[config.mk]
export PLATFORM = sky130hd
export DESIGN_NAME = ptr_pulse_template_access
export DESIGN_NICKNAME = d
export VERILOG_FILES = /design/src/ptr_pkg.sv /design/src/ptr_template_ram.sv /design/src/ptr_pulse_template_access.sv
export SDC_FILE = /design/constraint.sdc
export NUM_CORES = 1
export LEC_CHECK = 0
export CORE_MARGIN = 4
export CORE_UTILIZATION = 60
export CTS_CLUSTER_DIAMETER = 150
export DETAILED_ROUTE_END_ITERATION = 8
export DONT_BUFFER_PORTS = 1
export MAX_ROUTING_LAYER = met4
export PLACE_DENSITY = 0.79
export SETUP_SLACK_MARGIN = 0.3
export SLEW_MARGIN = 15
export SYNTH_ARGS = -nofsm -noshare
export SYNTH_HDL_FRONTEND = slang
export SYNTH_SLANG_ARGS = --single-unit
[constraint.sdc]
create_clock -name clk_sys -period 3 [get_ports clk_sys]
set_input_delay 0 -clock clk_sys [delete_from_list [all_inputs] [get_ports clk_sys]]
set_output_delay 0 -clock clk_sys [all_outputs]
set_load 0.02 [all_outputs]
[src/ptr_pkg.sv]
// package: register map, field layout and reset values of the pulse template access block
package ptr_pkg;
  localparam logic [7:0] ADDR_PULSE_SCALE = 8'h06;
  localparam logic [7:0] ADDR_RAM_CONTROL = 8'h07;
  localparam logic [7:0] ADDR_RAM_DATA = 8'h08;
  localparam int TRIGGER_BIT = 7;
  localparam int DIRECTION_BIT = 6;
  localparam int INTERVAL_HI = 5;
  localparam int INTERVAL_LO = 4;
  localparam int SAMPLE_HI = 3;
  localparam int SAMPLE_LO = 0;
  localparam int AMPLITUDE_HI = 6;
  localparam int SCALE_HI = 5;
  localparam logic [5:0] SCALE_RESET = 6'h21;
  localparam logic [7:0] CONTROL_RESET = 8'h00;
  localparam logic [6:0] DATA_RESET = 7'h00;
  localparam logic [5:0] SCALE_T1_SHORT = 6'h36;
  localparam logic [5:0] SCALE_DS1_M7P5 = 6'h11;
  localparam logic [5:0] SCALE_DS1_M15 = 6'h08;
  localparam logic [5:0] SCALE_DS1_M22P5 = 6'h04;
  localparam logic [5:0] SCALE_E1 = 6'h21;
  localparam int RAM_DEPTH = 64;
  typedef enum logic [1:0] {
    PTR_IDLE = 2'b00,
    PTR_ACCESS = 2'b01,
    PTR_FINISH = 2'b11
  } ptr_state_type;
endpackage

[src/ptr_template_ram.sv]
// module: 64 x 7 pulse template memory, one synchronous port
`timescale 1ns/1ps
`default_nettype none
module ptr_template_ram (
  input wire logic clk_sys,
  input wire logic wr_en,
  input wire logic [5:0] addr,
  input wire logic [6:0] wr_data,
  output logic [6:0] rd_data
);
  logic [6:0] mem_reg [0:ptr_pkg::RAM_DEPTH-1];

  // no reset on the array: contents are undefined until software loads them
  always_ff @(posedge clk_sys) begin
    if (wr_en) begin
      mem_reg[addr] <= wr_data;
    end
    rd_data <= mem_reg[addr];
  end
endmodule
`default_nettype wire

[src/ptr_pulse_template_access.sv]
// module: transmit pulse scale register and indirect pulse template ram access
`timescale 1ns/1ps
`default_nettype none
module ptr_pulse_template_access (
  input wire logic clk_sys,
  input wire logic sys_rst,
  input wire logic reg_wr,
  input wire logic reg_rd,
  input wire logic [7:0] reg_addr,
  input wire logic [7:0] reg_wdata,
  output logic [7:0] reg_rdata,
  output logic [5:0] amplitude_scale,
  output logic access_busy
);
  ////////////////////////////////////////////////////////////////////////////
  logic [5:0] scale_reg;
  logic trigger_reg;
  logic direction_reg;
  logic [1:0] interval_index_reg;
  logic [3:0] sample_index_reg;
  logic [6:0] sample_amplitude_reg;
  ptr_pkg::ptr_state_type state_reg;
  logic [6:0] ram_rd_data;
  logic ram_wr_en;
  logic [5:0] ram_addr;
  logic start_access;
  logic [7:0] rdata_next;

  assign start_access = reg_wr && reg_addr == ptr_pkg::ADDR_RAM_CONTROL
    && reg_wdata[ptr_pkg::TRIGGER_BIT] && state_reg == ptr_pkg::PTR_IDLE;
  // interval index forms the upper address bits, sample the lower
  assign ram_addr = {interval_index_reg, sample_index_reg};
  assign ram_wr_en = state_reg == ptr_pkg::PTR_ACCESS && !direction_reg;

  ptr_template_ram u_ram (
    .clk_sys(clk_sys),
    .wr_en(ram_wr_en),
    .addr(ram_addr),
    .wr_data(sample_amplitude_reg),
    .rd_data(ram_rd_data)
  );

  ////////////////////////////////////////////////////////////////////////////
  // scale only matters for user waveforms; the recommended values per template
  // (see package) are software's job, hardware just holds the step code
  always_ff @(posedge clk_sys or posedge sys_rst) begin
    if (sys_rst) begin
      scale_reg <= ptr_pkg::SCALE_RESET;
    end else if (reg_wr && reg_addr == ptr_pkg::ADDR_PULSE_SCALE) begin
      scale_reg <= reg_wdata[ptr_pkg::SCALE_HI:0];
    end
  end

  always_ff @(posedge clk_sys or posedge sys_rst) begin
    if (sys_rst) begin
      amplitude_scale <= ptr_pkg::SCALE_RESET;
    end else begin
      amplitude_scale <= scale_reg;
    end
  end

  ////////////////////////////////////////////////////////////////////////////
  // address and direction are frozen while an access runs so ram sees stable inputs
  always_ff @(posedge clk_sys or posedge sys_rst) begin
    if (sys_rst) begin
      direction_reg <= ptr_pkg::CONTROL_RESET[ptr_pkg::DIRECTION_BIT];
      interval_index_reg <= ptr_pkg::CONTROL_RESET[ptr_pkg::INTERVAL_HI:ptr_pkg::INTERVAL_LO];
      sample_index_reg <= ptr_pkg::CONTROL_RESET[ptr_pkg::SAMPLE_HI:ptr_pkg::SAMPLE_LO];
    end else if (reg_wr && reg_addr == ptr_pkg::ADDR_RAM_CONTROL
        && state_reg == ptr_pkg::PTR_IDLE) begin
      direction_reg <= reg_wdata[ptr_pkg::DIRECTION_BIT];
      interval_index_reg <= reg_wdata[ptr_pkg::INTERVAL_HI:ptr_pkg::INTERVAL_LO];
      sample_index_reg <= reg_wdata[ptr_pkg::SAMPLE_HI:ptr_pkg::SAMPLE_LO];
    end
  end

  always_ff @(posedge clk_sys or posedge sys_rst) begin
    if (sys_rst) begin
      state_reg <= ptr_pkg::PTR_IDLE;
    end else begin
      unique case (state_reg)
        ptr_pkg::PTR_IDLE: begin
          if (start_access) begin
            state_reg <= ptr_pkg::PTR_ACCESS;
          end
        end
        ptr_pkg::PTR_ACCESS: begin
          state_reg <= ptr_pkg::PTR_FINISH;
        end
        ptr_pkg::PTR_FINISH: begin
          state_reg <= ptr_pkg::PTR_IDLE;
        end
        default: begin
          state_reg <= ptr_pkg::PTR_IDLE;
        end
      endcase
    end
  end

  always_ff @(posedge clk_sys or posedge sys_rst) begin
    if (sys_rst) begin
      trigger_reg <= ptr_pkg::CONTROL_RESET[ptr_pkg::TRIGGER_BIT];
    end else if (start_access) begin
      trigger_reg <= 1'b1;
    end else if (state_reg == ptr_pkg::PTR_FINISH) begin
      trigger_reg <= 1'b0;
    end
  end

  always_ff @(posedge clk_sys or posedge sys_rst) begin
    if (sys_rst) begin
      access_busy <= 1'b0;
    end else begin
      access_busy <= start_access || (trigger_reg && state_reg != ptr_pkg::PTR_FINISH);
    end
  end

  ////////////////////////////////////////////////////////////////////////////
  // writes to the data register during a read are dropped so the result is not torn
  always_ff @(posedge clk_sys or posedge sys_rst) begin
    if (sys_rst) begin
      sample_amplitude_reg <= ptr_pkg::DATA_RESET;
    end else if (state_reg == ptr_pkg::PTR_FINISH && direction_reg) begin
      sample_amplitude_reg <= ram_rd_data;
    end else if (reg_wr && reg_addr == ptr_pkg::ADDR_RAM_DATA
        && state_reg == ptr_pkg::PTR_IDLE) begin
      sample_amplitude_reg <= reg_wdata[ptr_pkg::AMPLITUDE_HI:0];
    end
  end

  ////////////////////////////////////////////////////////////////////////////
  always_comb begin
    rdata_next = 8'h00;
    unique case (reg_addr)
      ptr_pkg::ADDR_PULSE_SCALE: rdata_next = {2'b00, scale_reg};
      ptr_pkg::ADDR_RAM_CONTROL: rdata_next = {trigger_reg, direction_reg,
        interval_index_reg, sample_index_reg};
      ptr_pkg::ADDR_RAM_DATA: rdata_next = {1'b0, sample_amplitude_reg};
      default: rdata_next = 8'h00;
    endcase
  end

  always_ff @(posedge clk_sys or posedge sys_rst) begin
    if (sys_rst) begin
      reg_rdata <= 8'h00;
    end else if (reg_rd) begin
      reg_rdata <= rdata_next;
    end
  end
endmodule
`default_nettype wire

# Word level (Yosys, flattened, before mapping)
# Memories as Yosys holds them, arrays and structs flattened. A register that Yosys moved wholly into a read port is not among the register bits.
# Cells that the tools add are included.
[totals]
ff_bits = 38
ramBits = 448
input_bits = 20
output_inout_bits = 15
word_cells = 42
mem_count = 1
[mem_list]
columns = ["name", "depth", "width", "read_ports", "rd_ports_with_merged_regs", "write_ports", "line_no", "rtl"]
rows = [
  ["u_ram.mem_reg", 64, 7, 1, 1, 1, "ptr_template_ram.sv:11", "logic [6:0] mem_reg [0:ptr_pkg::RAM_DEPTH-1];"],
]
[op_classes]
eq_ne = 7
mux = 9
reduce_logical = 15
[op_table]
columns = ["operator", "count"]
rows = [
  ["case mux 8 bit (3 select lines)", 1],
  ["== test 8 x 3 -> 1 bit (second input constant)", 2],
  ["2-to-1 mux 7 bit", 2],
  ["logical AND 1 bit", 10],
  ["== test 8 x 4 -> 1 bit (second input constant)", 1],
  ["2-to-1 mux 1 bit", 4],
  ["!= test 2 bit (second input constant)", 2],
  ["case mux 2 bit (2 select lines)", 1],
  ["nonzero test 2 bit", 2],
  ["== test 2 x 1 -> 1 bit (second input constant)", 1],
  ["== test 2 bit (second input constant)", 1],
  ["logical NOT 2 bit", 1],
  ["2-to-1 mux 2 bit", 1],
  ["logical NOT 1 bit", 1],
  ["logical OR 1 bit", 1],
]

# Longest topological paths before layout
[logic_depth]
ltp_word = 6
ltp_mapped = 11
mapped_depth_nobuf = 6

# Cells and area by module
# From an unflattened synthesis, not the netlist that was laid out.
[unflattened]
hier_cells = 1153
area_unflattened_um2 = 19362.3
[modules_own_cells]
columns = ["mod", "instances", "cells_each", "area_per_inst_um2"]
rows = [
  ["ptr_template_ram", 1, 1033, 17732.0],
  ["ptr_pulse_template_access", 1, 120, 1630.3],
]

# Worst setup path before layout
# OpenSTA, ideal clock, no wires.
[synth_timing]
kind = "register -> register"
from = "register sample_index_reg[0]"
to = "memory u_ram.mem_reg[17][0], enable pin"
setup_time_ps = 360
t_arrival_ps = 1971
required_time_ps = 2640
path_slack_ps = 669
path_stages_with_launch = 9
period_less_slack_ps = 2331
path_cell_list = "dfrtp_1 -> buf_6 -> buf_4 -> buf_4 -> buf_2 -> buf_2 -> and2_1 -> nand2_1 -> nor2_1"
[synth_rtl]
columns = ["item", "line_no", "rtl"]
rows = [
  ["from (decl)", "ptr_pulse_template_access.sv:20", "logic [3:0] sample_index_reg;"],
  ["from (signal assigned)", "ptr_pulse_template_access.sv:68", "sample_index_reg <= ptr_pkg::CONTROL_RESET[ptr_pkg::SAMPLE_HI:ptr_pkg::SAMPLE_LO];"],
  ["from (signal assigned)", "ptr_pulse_template_access.sv:73", "sample_index_reg <= reg_wdata[ptr_pkg::SAMPLE_HI:ptr_pkg::SAMPLE_LO];"],
  ["to (decl)", "ptr_template_ram.sv:11", ""],
]
# Straight into the memory's write port.

==> summary.md <==
| Metric | Value |
|---|---|
| Leading area contributor after synthesis | `edfxtp_1` |
| Vias/cell | `6.73` |
| Crit path cell chain | `buf_12, buf_4, mux4_2, mux2i_1, o22ai_1, or4_1` |
| CP peak stage delay | `630 ps` |
| Final setup violation count | `0` |
| Top-count cell post-synth | `edfxtp_1` |
| Routed Antenna Nets | `0` |
| Failing checks | `negative hold slack` |
| Prevailing post-synth register cell | `edfxtp_1` |
| Clk_skew | `26.5 ps` |
| Leak Pwr | `7.42 nW` |
| Worst EP required | `3430 ps` |
| Share of layout cells above drive strength 1 | `0.278` |
| DRT Wirelength | `45900 um` |
| Fin crit period | `2670 ps` |
| Hold Worst Slack | `-9.44 ps` |
| RSZ-0062 raised after global routing | `yes` |
| Initial Utilization | `0.610` |
| Clock sink count | `493` |
| Clock Root Buffer | `clkbuf_16` |
| Die X | `187 um` |
| GRT overflow | `0` |
| TritonCTS Buffers | `48` |
| # port buffers | `0` |
| GRT Total Usage | `0.272` |
| Die area | `35100 um^2` |
| Relative slew margins | `0.407` |
| Max Slew Vio Count | `0` |
| Clock Latency Late Sink | `570 ps` |
| Vias in the first global route | `10700` |
| First-pass GRT wire length | `69700 um` |
| Post-synthesis register bit count | `493` |
| Synth top area share | `0.697` |
| Max reg flops | `448` |
| DRT iter0 DRCs | `1810` |
| Post-synthesis sequential area ratio | `0.754` |
| Via count | `10700` |
| CTS tree | `yes` |
| Die height | `187 um` |
| I/O Pins | `35` |
| Setup ws final | `331 ps` |
| HPWL after DPL | `28900 um` |
| Total Power | `14.2 mW` |
| TritonRoute pass-1 iters | `6` |
| CTS H-tree lvls | `2` |
| Final period utilization | `0.890` |
| CP Launch Type | `flop` |
| DRC | `0` |
| Fill cell count | `1801` |
| Largest net degree at the start of global routing | `42` |
| Pwr Density | `634 nW/um^2` |
| Net Count, Synth | `1039` |
| Syn Area/Cell | `18.9 um^2` |
| Netlist cell types | `58` |
| Nets | `1176` |
| Top cells by count, synth | `edfxtp_1 (448), nor2_1 (91), mux4_2 (78)` |
| Dominant cells by area after synthesis | `edfxtp_1 (70%), mux4_2 (9.1%), dfrtp_1 (4.4%)` |
| Worst Setup End Kind | `flop` |
| Cell area after synthesis | `19300 um^2` |
| Critical path arrival | `3100 ps` |
| Slowest library cell on the worst path | `dfrtp_4` |
| Min-Delay Path Class | `primary input to flop` |
| Critical Setup Path Class | `flop to flop` |
| Status | `finished, violations left` |
| Max FO, Critical Path | `25` |
| Clk slew on worst S/H paths | `70 ps` |
| Core ar. | `31600 um^2` |
| WL per Instance | `28.8 um` |
| Fin. Hold Viols | `2` |
| Peak VDD IR | `0.404 mV` |
| Setup TNS | `0 ps` |
| Number of flops mapped to enable cells by yosys | `448` |
| Mapped Cells | `1019` |
| Place WS | `125 ps` |
| Worst slew pin tran | `887 ps` |
| Layout area overhead | `15.8%` |
| Fmax | `375 MHz` |
| Final GP Congestion | `0.936` |
| Std cell rows | `65` |
| Initial antenna violation count | `0` |
| Synth warn | `0` |
| Clock buffer depth | `3` |
| Max Cap Viol | `0` |
| Asr flop ratio synth | `0.0771` |
-- cells in the final DEF (no fill, tap or decap), types with 3 or more instances in the layout --
master / Yosys / final
and3_1: 3 / 3
clkbuf_16: 0 / 49
buf_12: 0 / 8
clkinv_1: 0 / 11
a222oi_1: 6 / 6
a221oi_1: 15 / 15
o211ai_1: 7 / 7
a21oi_1: 15 / 15
dfrtp_2: 0 / 7
nand2_1: 29 / 29
mux4_2: 78 / 78
buf_4: 5 / 115
inv_1: 3 / 3
dfstp_2: 4 / 4
o21ai_0: 20 / 20
edfxtp_1: 448 / 448
nor2b_1: 11 / 10
o22ai_1: 13 / 13
nor3b_1: 4 / 4
bufinv_16: 0 / 4
dlygate4sd3_1: 0 / 22
dfrtp_1: 34 / 24
dfrtp_4: 0 / 3
nor2_1: 91 / 91
clkbuf_8: 0 / 4
a31oi_1: 3 / 3
nand3_1: 9 / 9
a22oi_1: 18 / 18
clkbuf_1: 20 / 7
and2_1: 5 / 5
clkinv_2: 0 / 12
nand3b_1: 3 / 3
dfxtp_1: 7 / 7
a22o_1: 8 / 8
or4_1: 5 / 5
a32oi_2: 0 / 3
mux2i_1: 48 / 48
o2bb2ai_1: 6 / 6
mux2_2: 31 / 31
-- layer usage --
metal,up-vias,track usage,share of wire
li1,4429,-,-
met2,727,0.427,0.49
met4,0,0.0765,0.030
met5,-,-,0
met1,5476,0.374,0.38
met3,115,0.0536,0.11
-- final timing paths --
path,start,end,slack (ps),cells past startpoint
worst max-delay path,sample_index_reg[1]$_DFFE_PP0P_,u_ram.rd_data[2]$_DFF_P_,330,6
worst min-delay path,reg_addr[7],reg_rdata[4]$_DFFE_PP0P_,-9,4
worst max register to register,sample_index_reg[1]$_DFFE_PP0P_,u_ram.rd_data[2]$_DFF_P_,330,6
worst min register to register,scale_reg[0]$_DFFE_PP1P_,amplitude_scale[0]$_DFF_PP1_,380,0
max in group asynchronous,sys_rst,sample_amplitude_reg[5]$_DFFE_PP0P_,1440,4
min in group asynchronous,sys_rst,reg_rdata[1]$_DFFE_PP0P_,550,4
-- logic make-up after synthesis --
| family | count (synthesis) | share of synthesized area |
|---|---|---|
| compound gates | 130 | 0.0490 |
| buf+inv | 64 | 0.0180 |
| flops | 493 | 0.754 |
| mux | 158 | 0.135 |
| simple gates | 174 | 0.0433 |
-- stage by stage --
| step | util | cells | instance area [um^2] |
|---|---|---|---|
| 6_report | 0.706 | 1598 | 22300 |
| 5_1_grt | 0.706 | 1597 | 22300 |
| 4_1_cts | 0.703 | 1588 | 22200 |
| 3_5_place_dp | 0.644 | 1471 | 20400 |
| 3_3_place_gp | 0.644 | 1471 | 20400 |
| 2_1_floorplan | - | 1019 | 19300 |
-- timing repair --
| action | CTS | global route |
|---|---|---|
| resized for setup | 2 | 4 |
| hold buffers | 22 | 0 |
| endpoints found under the setup margin | 4 | 76 |
| setup buffers | 6 | 9 |
| hold endpoints to repair | 65 | 0 |
-- cell type report --
cell class	count	area (um^2)	share of cell area
antenna	1	2.50	0.000112
clock buffer	60	1310	0.0585
clock inverter	29	239	0.0107
inverter	4	15.0	0.000672
multi-input combinational	462	4440	0.199
sequential	493	14600	0.652
tap	402	503	0.0225
timing repair buffer	147	1270	0.0570
-- power breakdown --
| part | switching, mW | internal (mW) | total (mW) |
|---|---|---|---|
| registers | 0.114 | 7.53 | 7.64 |
| clock network | 2.46 | 3.43 | 5.89 |
| logic | 0.368 | 0.269 | 0.637 |
-- critical path: cells and delay by family, from the launching register on --
| kind | cells | cell delay, ps |
|---|---|---|
| compound gates | 1 | 120 |
| buf+inv | 2 | 420 |
| flops | 1 | 630 |
| mux | 2 | 790 |
| simple gates | 1 | 520 |
Power figures use the tool's default switching activity.
